### src/pkg/supervisor_pkg.sv
// Constants and state encoding for the supervisory reset watchdog
package supervisor_pkg;

  // Clock
  localparam int unsigned CLK_PERIOD_PS   = 10000;

  // Watchdog period in milliseconds, nominal value
  localparam int unsigned WD_PERIOD_MS    = 1600;
  // Reset hold period in milliseconds, least value
  localparam int unsigned HOLD_PERIOD_MS  = 140;
  // Manual reset least low time in nanoseconds
  localparam int unsigned MR_QUAL_NS      = 1000;
  // Manual reset glitch rejection in nanoseconds
  localparam int unsigned MR_GLITCH_NS    = 100;
  // Least strobe pulse in nanoseconds
  localparam int unsigned STROBE_MIN_NS   = 50;

  localparam longint unsigned WD_CYCLES   =
    (64'(WD_PERIOD_MS) * 64'd1000000000) / 64'(CLK_PERIOD_PS);
  localparam longint unsigned HOLD_CYCLES =
    (64'(HOLD_PERIOD_MS) * 64'd1000000000 + 64'(CLK_PERIOD_PS) - 64'd1)
    / 64'(CLK_PERIOD_PS);
  // Qualification: low for longer than the glitch window, within 1 us
  localparam longint unsigned MR_CYCLES   =
    (64'(MR_QUAL_NS) * 64'd1000) / 64'(CLK_PERIOD_PS);
  localparam longint unsigned GLITCH_CYCLES =
    (64'(MR_GLITCH_NS) * 64'd1000) / 64'(CLK_PERIOD_PS);

  localparam int CNT_W = 28;
  localparam int MR_W  = 8;

  typedef enum logic [1:0] {
    ST_RESET = 2'b00,
    ST_HOLD  = 2'b01,
    ST_RUN   = 2'b10
  } sup_state_t;

endpackage : supervisor_pkg

### src/hdl/supervisory_reset_watchdog.sv
// Supervisory reset generator with manual reset and watchdog
`timescale 1ns/100ps
module supervisory_reset_watchdog #(
  parameter int unsigned WD_CYCLES   =
    int'(supervisor_pkg::WD_CYCLES),
  parameter int unsigned HOLD_CYCLES =
    int'(supervisor_pkg::HOLD_CYCLES),
  parameter int unsigned MR_CYCLES   =
    int'(supervisor_pkg::MR_CYCLES),
  parameter bit          HAS_RESET_HIGH = 1'b1
) (
  input  wire logic REF_CLK_IN,
  input  wire logic RESET_N_IN,
  input  wire logic UNDERVOLTAGE_IN,
  input  wire logic MANUAL_RESET_N_IN,
  input  wire logic WATCHDOG_STROBE_IN,
  input  wire logic WATCHDOG_ENABLE_IN,
  output logic      RESET_N_OUT,
  output logic      RESET_OUT
);

  localparam int CW = supervisor_pkg::CNT_W;
  localparam int MW = supervisor_pkg::MR_W;

  // ==========================================================================
  // Input capture and strobe edge detect
  // ==========================================================================
  logic strobe_ff;
  logic nxt_strobe;
  logic strobe_edge;

  always_comb begin
    nxt_strobe  = WATCHDOG_STROBE_IN;
    strobe_edge = WATCHDOG_STROBE_IN != strobe_ff;
  end

  always_ff @(posedge REF_CLK_IN) begin
    if (!RESET_N_IN) begin
      strobe_ff <= 1'b0;
    end else begin
      strobe_ff <= nxt_strobe;
    end
  end

  // ==========================================================================
  // Manual reset qualification
  // ==========================================================================
  logic mr_done;

  // Counter restarts whenever the input is high, so short lows never qualify
  cycle_timer #(.W(MW)) u_mr_timer (
    .clk_in   (REF_CLK_IN),
    .rst_n_in (RESET_N_IN),
    .clear_in (MANUAL_RESET_N_IN),
    .limit_in (MW'(MR_CYCLES - 2)),
    .done_out (mr_done)
  );

  // ==========================================================================
  // Watchdog timer
  // ==========================================================================
  logic wd_done;
  logic wd_clear;
  logic in_reset;

  assign wd_clear = strobe_edge || in_reset || !WATCHDOG_ENABLE_IN;

  cycle_timer #(.W(CW)) u_wd_timer (
    .clk_in   (REF_CLK_IN),
    .rst_n_in (RESET_N_IN),
    .clear_in (wd_clear),
    .limit_in (CW'(WD_CYCLES - 1)),
    .done_out (wd_done)
  );

  // ==========================================================================
  // Reset sequencer
  // ==========================================================================
  supervisor_pkg::sup_state_t state_ff;
  supervisor_pkg::sup_state_t nxt_state;
  logic [CW-1:0]              hold_ff;
  logic [CW-1:0]              nxt_hold;
  logic                       cause;
  logic                       wd_fire;
  logic                       nxt_rst;
  logic                       rst_ff;

  assign wd_fire = wd_done && WATCHDOG_ENABLE_IN && !in_reset;
  assign in_reset = state_ff != supervisor_pkg::ST_RUN;

  always_comb begin
    cause     = UNDERVOLTAGE_IN || mr_done;
    nxt_state = state_ff;
    nxt_hold  = hold_ff;
    case (state_ff)
      supervisor_pkg::ST_RESET: begin
        nxt_hold = '0;
        if (!cause) begin
          nxt_state = supervisor_pkg::ST_HOLD;
        end
      end
      supervisor_pkg::ST_HOLD: begin
        nxt_hold = hold_ff + CW'(1);
        if (cause) begin
          nxt_state = supervisor_pkg::ST_RESET;
        end else if (hold_ff >= CW'(HOLD_CYCLES - 2)) begin
          nxt_state = supervisor_pkg::ST_RUN;
        end
      end
      supervisor_pkg::ST_RUN: begin
        nxt_hold = '0;
        if (cause) begin
          nxt_state = supervisor_pkg::ST_RESET;
        end else if (wd_fire) begin
          nxt_state = supervisor_pkg::ST_HOLD;
        end
      end
      default: begin
        nxt_state = supervisor_pkg::ST_RESET;
      end
    endcase
    nxt_rst = nxt_state != supervisor_pkg::ST_RUN;
  end

  always_ff @(posedge REF_CLK_IN) begin
    if (!RESET_N_IN) begin
      state_ff <= supervisor_pkg::ST_RESET;
      hold_ff  <= '0;
      rst_ff   <= 1'b1;
    end else begin
      state_ff <= nxt_state;
      hold_ff  <= nxt_hold;
      rst_ff   <= nxt_rst;
    end
  end

  // ==========================================================================
  // Outputs
  // ==========================================================================
  logic rst_n_out_ff;
  logic rst_hi_out_ff;

  always_ff @(posedge REF_CLK_IN) begin
    if (!RESET_N_IN) begin
      rst_n_out_ff  <= 1'b0;
      rst_hi_out_ff <= HAS_RESET_HIGH;
    end else begin
      rst_n_out_ff  <= !rst_ff;
      rst_hi_out_ff <= HAS_RESET_HIGH && rst_ff;
    end
  end

  assign RESET_N_OUT = rst_n_out_ff;
  assign RESET_OUT   = rst_hi_out_ff;

  // ==========================================================================
  // Checks
  // ==========================================================================
  a_uv_asserts: assert property (@(posedge REF_CLK_IN)
    disable iff (!RESET_N_IN)
    UNDERVOLTAGE_IN |-> ##2 !RESET_N_OUT)
    else $error("Undervoltage did not assert reset");

  a_hold_full: assert property (@(posedge REF_CLK_IN)
    disable iff (!RESET_N_IN)
    $fell(rst_ff) |-> hold_ff == CW'(HOLD_CYCLES - 1))
    else $error("Reset released before hold period");

  a_wd_fire: assert property (@(posedge REF_CLK_IN)
    disable iff (!RESET_N_IN)
    wd_fire |=> state_ff == supervisor_pkg::ST_HOLD)
    else $error("Watchdog expiry did not start reset");

  a_edge_clears: assert property (@(posedge REF_CLK_IN)
    disable iff (!RESET_N_IN)
    strobe_edge && !in_reset |=> !wd_done)
    else $error("Strobe edge did not clear watchdog");

  // Consecutive manual-low samples, saturating at the qualification length
  logic [MW-1:0] mr_low_ff;
  logic [MW-1:0] nxt_mr_low;

  always_comb begin
    nxt_mr_low = mr_low_ff;
    if (MANUAL_RESET_N_IN) begin
      nxt_mr_low = '0;
    end else if (mr_low_ff < MW'(MR_CYCLES)) begin
      nxt_mr_low = mr_low_ff + MW'(1);
    end
  end

  always_ff @(posedge REF_CLK_IN) begin
    if (!RESET_N_IN) begin
      mr_low_ff <= '0;
    end else begin
      mr_low_ff <= nxt_mr_low;
    end
  end

  a_mr_qual: assert property (@(posedge REF_CLK_IN)
    disable iff (!RESET_N_IN)
    mr_low_ff == MW'(MR_CYCLES) |-> !RESET_N_OUT)
    else $error("Manual low did not assert reset");

  a_outs_pair: assert property (@(posedge REF_CLK_IN)
    disable iff (!RESET_N_IN)
    HAS_RESET_HIGH |-> RESET_OUT == !RESET_N_OUT)
    else $error("Reset outputs disagree");

  a_high_off: assert property (@(posedge REF_CLK_IN)
    disable iff (!RESET_N_IN)
    !HAS_RESET_HIGH |-> !RESET_OUT)
    else $error("Absent active-high output was driven");

  a_wd_held: assert property (@(posedge REF_CLK_IN)
    disable iff (!RESET_N_IN)
    in_reset |=> !wd_done)
    else $error("Watchdog counted during reset");

  a_wd_disable: assert property (@(posedge REF_CLK_IN)
    disable iff (!RESET_N_IN)
    !WATCHDOG_ENABLE_IN && !cause && state_ff == supervisor_pkg::ST_RUN
    |=> state_ff == supervisor_pkg::ST_RUN)
    else $error("Disabled watchdog fired");

  a_glitch_ign: assert property (@(posedge REF_CLK_IN)
    disable iff (!RESET_N_IN)
    $rose(mr_done) |->
    !$past(MANUAL_RESET_N_IN, int'(supervisor_pkg::GLITCH_CYCLES)))
    else $error("Short manual low accepted");

endmodule : supervisory_reset_watchdog

### src/hdl/cycle_timer.sv
// Saturating cycle counter with clear and expiry flag
`timescale 1ns/100ps
module cycle_timer #(
  parameter int W = 8
) (
  input  wire logic         clk_in,
  input  wire logic         rst_n_in,
  input  wire logic         clear_in,
  input  wire logic [W-1:0] limit_in,
  output logic              done_out
);

  logic [W-1:0] cnt_ff;
  logic [W-1:0] nxt_cnt;
  logic         done_ff;
  logic         nxt_done;

  always_comb begin
    nxt_cnt  = cnt_ff;
    nxt_done = 1'b0;
    if (clear_in) begin
      nxt_cnt = '0;
    end else if (cnt_ff < limit_in) begin
      nxt_cnt = cnt_ff + W'(1);
    end
    if (!clear_in && nxt_cnt >= limit_in) begin
      nxt_done = 1'b1;
    end
  end

  always_ff @(posedge clk_in) begin
    if (!rst_n_in) begin
      cnt_ff  <= '0;
      done_ff <= 1'b0;
    end else begin
      cnt_ff  <= nxt_cnt;
      done_ff <= nxt_done;
    end
  end

  assign done_out = done_ff;

endmodule : cycle_timer

### config.mk
export PLATFORM = sky130hd
export DESIGN_NAME = supervisory_reset_watchdog
export DESIGN_NICKNAME = d
export VERILOG_FILES = /design/src/pkg/supervisor_pkg.sv /design/src/hdl/supervisory_reset_watchdog.sv /design/src/hdl/cycle_timer.sv
export SDC_FILE = /design/constraint.sdc
export NUM_CORES = 1
export LEC_CHECK = 0
export ABC_AREA = 1
export BUFFER_PORTS_ARGS = -buffer_cell sky130_fd_sc_hd__buf_2
export CAP_MARGIN = 0
export CELL_PAD_IN_SITES_DETAIL_PLACEMENT = 1
export CELL_PAD_IN_SITES_GLOBAL_PLACEMENT = 2
export CORE_ASPECT_RATIO = 0.9
export CORE_MARGIN = 5
export CORE_UTILIZATION = 38
export DETAILED_ROUTE_END_ITERATION = 7
export PLACE_DENSITY = 0.95
export SLEW_MARGIN = 20
export SYNTH_ARGS = -nofsm -noshare
export SYNTH_HDL_FRONTEND = slang
export SYNTH_HIERARCHICAL = 1
export SYNTH_SLANG_ARGS = --single-unit
### constraint.sdc
create_clock -name REF_CLK_IN -period 4.6 [get_ports REF_CLK_IN]
set_input_delay 0.69 -clock REF_CLK_IN [delete_from_list [all_inputs] [get_ports REF_CLK_IN]]
set_output_delay 0.69 -clock REF_CLK_IN [all_outputs]
set_load 0.1 [all_outputs]
==> results.py, run 1 <==
metrics = {
    "global_routing": {
        "grt_overflow_total": 0,
        "grt_usage": 0.1849,
        "antenna_found_initial": 0,
        "first_global_vias": 6318,
        "grt_max_degree": 30,
        "grt_first_pass_wirelength_mm": 29.95,
    },
    "floorplan": {
        "top_level_ports": 8,
        "dieArea_um2": 19040,
        "die_w_um": 144.9,
        "coreArea_um2": 16130,
        "fp.dieH_um": 131.4,
        "row_count": 44,
        "start_util": 0.3859,
    },
    "finish": {
        "fillers": 2237,
        "drive_gt1_frac": 0.04915,
        "n_antenna_cell": 0,
        "stdcell_area_um2": 6817,
        "multi_input_area_um2": 4133,
        "final_util": 0.4226,
        "nNetsFinal": 1134,
        "regArea_um2": 1441,
        "final_cells": 1265,
        "syn2layout_area_growth_pct": 9.508,
    },
    "cts": {
        "hold_buffers": 0,
        "clk_pin_slew_ns": 0.06,
        "cts_sinks": 72,
        "post_cts_resized": 0,
        "clk_latency_ns": 0.34,
        "cts.htree.levels": 3,
        "cts_buffer_depth": 2,
        "cts_tree": "yes",
        "numCtsBuffers": 9,
        "post_cts.repair.setup_buffers": 0,
        "clock-root-buffer": "clkbuf_16",
    },
    "timing": {
        "fin_crit_sh": 0.8505,
        "fmax_mhz": 255.6,
        "finalSetupViolations": 0,
        "relSlewSlack": 0.3033,
        "drv_slew": 0,
        "timing.hold.ws_ns": 0.4152,
        "hold_viol": 0,
        "worst_pin_slew_ns": 1.039,
        "rsz0062_at_grt": "no",
        "setup_ws_ns": 0.6879,
        "clock_skew_ns": 0.008331,
        "tns_ns": 0,
        "min_period_ns": 3.912,
    },
    "placement": {
        "gp_congestion": 0.8260,
        "hpwl_mm": 13.39,
        "port_buffers": 7,
        "placedCellCount": 1250,
        "place_area_um2": 6544,
        "place_ws_ns": 0.6508,
    },
    "flow_run": {
        "maxCapViolCount": 0,
    },
    "synth": {
        "syn_inst": 1015,
        "yosysSeqAreaShare": 0.2316,
        "yosys.area_share.simple": 0.4117,
        "synth-xor-area-share": 0.02251,
        "yosysUniqueCellTypes": 34,
        "synth_top_family_by_area": "simple AND/OR/NAND/NOR gates",
        "synth_fa_ha_area_frac": 0.1487,
        "yosys_warnings": 6,
        "synth-edff-count": 0,
        "synthMuxAreaShare": 0,
        "synth-compound-area-share": 0.05809,
        "synth_seq_cells": 72,
        "yosysTopAreaCell": "dfxtp_1",
        "synthArstFlopShare": 0,
        "synth.avg_cell_area_um2": 6.133,
        "synth_top_flop_cell": "dfxtp_1",
        "syn_area_um2": 6225,
        "synth_top_area_share": 0.2316,
        "synth_area_leaders": "dfxtp_1 23%, nand2_1 18%, ha_1 15%",
    },
    "worst_hold_path": {
        "whs_endpoint": "RESET_N_OUT$_SDFF_PN0_",
        "min_path_type": "reg2reg",
        "holdPathStages": 1,
        "min-delay-start": "rst_ff$_SDFF_PN1_",
    },
    "power": {
        "p_total_mw": 1.384,
        "p_leak_nw": 3.673,
        "vdd_drop_max_mv": 0.1655,
        "power_density_nw_per_um2": 203.1,
    },
    "drt": {
        "viasPerCell": 4.827,
        "drc": 0,
        "routedWlPerCell_um": 13.37,
        "drt_iter0_drc": 227,
        "drtPass1Iterations": 4,
        "finalWirelength_mm": 16.92,
        "ant_nets": 0,
        "vias": 6106,
    },
    "worst_setup_path": {
        "critical_path_arrival_ns": 4.15,
        "rr_endpoint": "u_wd_timer/done_out$_SDFF_PN0_",
        "path_class": "reg2reg",
        "critical_path_required_ns": 4.84,
        "r2r_cells": 17,
        "worstPathMaxFanout": 29,
        "regToRegStartpoint": "u_wd_timer/cnt_ff[15]$_SDFF_PN0_",
        "cp-startpoint": "u_wd_timer/cnt_ff[15]$_SDFF_PN0_",
        "reg2reg_slack_ns": 0.69,
        "worst_setup_path_start_kind": "register",
        "critPathCaptureType": "register",
    },
    "outcome": {
        "status": "finished, final reports clean",
    },
}
[cells in the final DEF, fill, tap and decap left out, types with 7 or more instances in the layout]
master,count
buf_2,7
clkbuf_16,9
nand4_1,14
nor2_4,7
a21oi_1,42
nand3_1,92
o21ai_0,16
nor2_1,131
xor2_1,8
nor3_1,22
inv_1,175
conb_1,38
xnor2_1,8
nand2_2,7
nand2_1,295
ha_1,74
dfxtp_1,72
[cells in the mapped netlist (all sizes together) (3+ instances only)]
cell and instances:
ha 74, inv 178, xor2 8, nand4 15
nand3b 6, nor2 145, clkbuf 3, nor3 22
o21ai 19, o21a 4, nand3 95, dfxtp 72
buf 13, a21oi 42, xnor2 8, nand2 304
[registers in the layout (all words and copies together), names as in the netlist]
register	count
hold_ff	28
u_wd_timer/cnt_ff	28
u_mr_timer/cnt_ff	8
state_ff	2
RESET_N_OUT	1
RESET_OUT	1
rst_ff	1
strobe_ff	1
u_mr_timer/done_out	1
u_wd_timer/done_out	1
[layer usage]
metal  share of wire  routed length [um]  vias to the layer above  track usage
met5               0                   0                        -            0
li1                -                   -                     3230            -
met1            0.51                8560                     2813       0.2562
met2            0.45                7648                       50       0.3079
met4          0.0098                 165                        0      0.03818
met3           0.032                 542                       13      0.02514
[report_power, final]
| group | internal, mW | switching, mW | total, mW |
|---|---|---|---|
| sequential | 0.626 | 0.00233 | 0.628 |
| combinational | 0.0283 | 0.0601 | 0.0884 |
| clock | 0.376 | 0.292 | 0.668 |
| total | 1.03 | 0.354 | 1.38 |
[cell type report]
type / instances / area share
clock buffer: 10 / 0.03506
inverter: 178 / 0.09802
timing repair buffer: 8 / 0.006241
multi-input combinational: 785 / 0.6063
clock inverter: 5 / 0.004956
tap: 207 / 0.03800
sequential: 72 / 0.2115
[logic make-up (layout without fill, tap and decap cells)]
kind of cell | Yosys count | count (layout)
XOR/XNOR | 16 | 16
buffers and inverters | 194 | 201
AO/OA/AOI/OAI | 69 | 69
flip-flops | 72 | 72
other | 2 | 38
AND/OR/NAND/NOR | 588 | 588
adder cells (fa/ha/maj) | 74 | 74
[worst max-delay path, cell delays in order, from the launching register on]
cell     delay [ns]
dfxtp_1        0.36
ha_1           0.34
nand4_1        0.17
nor3_1         0.49
nand2_2        0.51
nand2_4        0.47
nand2_1        0.10
nand3_1        0.13
inv_1          0.06
ha_1           0.31
nand2_1        0.07
inv_1          0.04
nor3_1         0.17
o21ai_0        0.13
a21oi_1        0.22
nand3_1        0.11
nand2_1        0.07
inv_1          0.04
[worst max-delay path by stage]
stage,to,slack [ns],cells after the start
floorplan,u_wd_timer/done_out$_SDFF_PN0_,1.97,21
global placement,u_wd_timer/done_out$_SDFF_PN0_,0.67,19
detailed placement,u_wd_timer/done_out$_SDFF_PN0_,0.65,18
CTS,u_wd_timer/done_out$_SDFF_PN0_,0.62,19
global route,u_wd_timer/done_out$_SDFF_PN0_,0.25,20
finish,u_wd_timer/done_out$_SDFF_PN0_,0.69,17
No activity file was read; power rests on OpenSTA's default activity.
==> run 2, diff against run 1 <==
Settings changed: CORE_UTILIZATION 38 to 35, HOLD_SLACK_MARGIN set to 0.1, PLACE_DENSITY 0.95 to 0.9.
Clock period 4.6 ns to 4.11 ns, I/O delays scaled along.
==> results.py, run 2 (synthesized netlist as in run 1, its figures left out) <==
metrics = {
    "worst_setup_path": {
        "reg2reg_slack_ns": 0.33,
        "rr_endpoint": "u_wd_timer/done_out$_SDFF_PN0_",
        "path_class": "reg2reg",
        "r2r_cells": 17,
        "cp_slowest_cell": "nor3_1",
        "cp.depth": 17,
        "worstPathCellList": "ha_1 > nand2_1 > nor2_1 > nand2_1 > nor3_1 > nand2_2 > nand2_8 > nand2_1 > nand3_1 > inv_1 > ha_1 > nand4_1 > nor3_1 > nand3_1 > nand3_1 > nand2_1 > inv_1",
        "critical_path_required_ns": 4.40,
        "cpMostUsedCell": "nand2_1",
        "endpoint": "u_wd_timer/done_out$_SDFF_PN0_",
        "worstPathMaxFanout": 28,
        "crit_buf_inv": 2,
        "slowest_delay_ns": 0.51,
        "critPathCaptureType": "register",
        "cp-startpoint": "u_wd_timer/cnt_ff[22]$_SDFF_PN0_",
        "critical_path_arrival_ns": 4.07,
        "regToRegStartpoint": "u_wd_timer/cnt_ff[22]$_SDFF_PN0_",
        "worst_setup_path_start_kind": "register",
        "cp_top_family": "simple AND/OR/NAND/NOR gates",
    },
    "global_routing": {
        "grt_max_degree": 30,
        "antenna_found_initial": 0,
        "grt_usage": 0.1727,
        "first_global_vias": 5914,
        "grt_first_pass_wirelength_mm": 28.88,
        "grt_overflow_total": 0,
    },
    "placement": {
        "port_buffers": 7,
        "gp_congestion": 0.8012,
        "hpwl_mm": 13.03,
        "place_ws_ns": 0.3923,
    },
    "timing": {
        "hold_viol": 0,
        "min_period_ns": 3.775,
        "fmax_mhz": 264.9,
        "finalSetupViolations": 0,
        "drv_slew": 0,
        "worst_pin_slew_ns": 0.5897,
        "fin_crit_sh": 0.9186,
        "tns_ns": 0,
        "relSlewSlack": 0.6039,
        "setup_ws_ns": 0.3346,
        "clock_skew_ns": 0.008511,
        "rsz0062_at_grt": "no",
    },
    "flow_run": {
        "maxCapViolCount": 0,
    },
    "drt": {
        "vias": 6035,
        "routedWlPerCell_um": 12.88,
        "ant_nets": 0,
        "drtPass1Iterations": 4,
        "drc": 0,
        "drt_iter0_drc": 207,
        "viasPerCell": 4.639,
        "finalWirelength_mm": 16.76,
    },
    "finish": {
        "drive_gt1_frac": 0.05184,
        "n_antenna_cell": 0,
        "final_util": 0.3924,
        "fillers": 2373,
        "syn2layout_area_growth_pct": 10.65,
        "regArea_um2": 1441,
        "multi_input_area_um2": 4141,
        "layout_common_cells": "295 x nand2_1, 176 x inv_1, 131 x nor2_1",
        "top_regs": "hold_ff: 28 flops, u_wd_timer/cnt_ff: 28 flops, u_mr_timer/cnt_ff: 8 flops",
        "nNetsFinal": 1136,
        "final_common_cell": "nand2_1",
    },
    "outcome": {
        "status": "finished, final reports clean",
    },
    "worst_hold_path": {
        "min_path_type": "reg2reg",
    },
    "cts": {
        "clock-root-buffer": "clkbuf_16",
        "clk_latency_ns": 0.35,
        "cts.htree.levels": 3,
        "hold_buffers": 0,
        "cts_buffer_depth": 2,
        "cts_sinks": 72,
        "numCtsBuffers": 9,
        "cts_tree": "yes",
        "clk_pin_slew_ns": 0.06,
    },
    "floorplan": {
        "start_util": 0.3546,
        "fp.dieH_um": 136.5,
        "coreArea_um2": 17550,
        "top_level_ports": 8,
        "die_w_um": 150.6,
        "row_count": 46,
        "dieArea_um2": 20560,
    },
    "power": {
        "vdd_drop_max_mv": 0.1824,
        "power_density_nw_per_um2": 226.8,
        "p_leak_nw": 3.685,
    },
}
-- run 2: cell count changes in the layout (fill, tap and decap cells not counted) --
cell,delta
clkinv_2,-1
nand2_8,+1
nand2_4,-1
clkbuf_8,-1
clkinvlp_4,+1
clkinv_1,-1
inv_6,+2
inv_1,+1
buf_4,+2
-- run 2: stage by stage --
stage	instances	hold WS (ns)	cell area, um^2	total power, mW
after floorplan	1051	0.3796	6360	0.7898
after global placement	1285	0.3945	6600	0.8110
after detailed placement	1285	0.4025	6600	0.8130
after CTS	1301	0.4171	6879	1.595
after global routing	1301	0.4278	6888	1.639
final	1301	0.4101	6888	1.562
-- run 2: cell type report --
| type | instances | area share |
|---|---|---|
| tap | 240 | 0.04360 |
| multi-input combinational | 785 | 0.6013 |
| timing repair buffer | 10 | 0.008356 |
| clock inverter | 7 | 0.007811 |
| sequential | 72 | 0.2093 |
| clock buffer | 9 | 0.03270 |
| inverter | 178 | 0.09700 |
-- run 2: worst register-to-register path, cell delays in order (launching register included) --
cell and delay (ns):
dfxtp_1 0.36, ha_1 0.30, nand2_1 0.06, nor2_1 0.14, nand2_1 0.11, nor3_1 0.47, nand2_2 0.40, nand2_8 0.31
nand2_1 0.08, nand3_1 0.10, inv_1 0.06, ha_1 0.30, nand4_1 0.18, nor3_1 0.51, nand3_1 0.13, nand3_1 0.12
nand2_1 0.05, inv_1 0.04
-- run 2: worst min path at each step --
stage | slack, ns | depth (start not counted) | to | from
after floorplan | 0.38 | 1 | RESET_N_OUT$_SDFF_PN0_ | rst_ff$_SDFF_PN1_
after global placement | 0.39 | 1 | RESET_N_OUT$_SDFF_PN0_ | rst_ff$_SDFF_PN1_
after detailed placement | 0.40 | 1 | RESET_N_OUT$_SDFF_PN0_ | rst_ff$_SDFF_PN1_
after global routing | 0.43 | 1 | RESET_N_OUT$_SDFF_PN0_ | rst_ff$_SDFF_PN1_
after CTS | 0.42 | 1 | RESET_N_OUT$_SDFF_PN0_ | rst_ff$_SDFF_PN1_
final | 0.41 | 1 | RESET_N_OUT$_SDFF_PN0_ | rst_ff$_SDFF_PN1_
-- run 2: repair_timing --
item | 4_1_cts | 5_1_grt
resized for setup | 0 | 1
endpoints found under the hold margin | 0 | 0
setup buffers | 0 | 0
setup endpoints to repair | 0 | 1
-- run 2: layer usage --
metal | global-route usage | wire length (um) | vias up
met5 | 0 | 0 | -
met2 | 0.2762 | 7344 | 34
li1 | - | - | 3227
met4 | 0.03323 | 131 | 0
met1 | 0.2466 | 8898 | 2765
met3 | 0.02881 | 383 | 9
-- run 2: power breakdown --
group          internal, mW  switching (mW)  total (mW)
Clock                 0.413           0.348       0.762
Sequential            0.700         0.00287       0.703
Combinational        0.0320          0.0659      0.0979
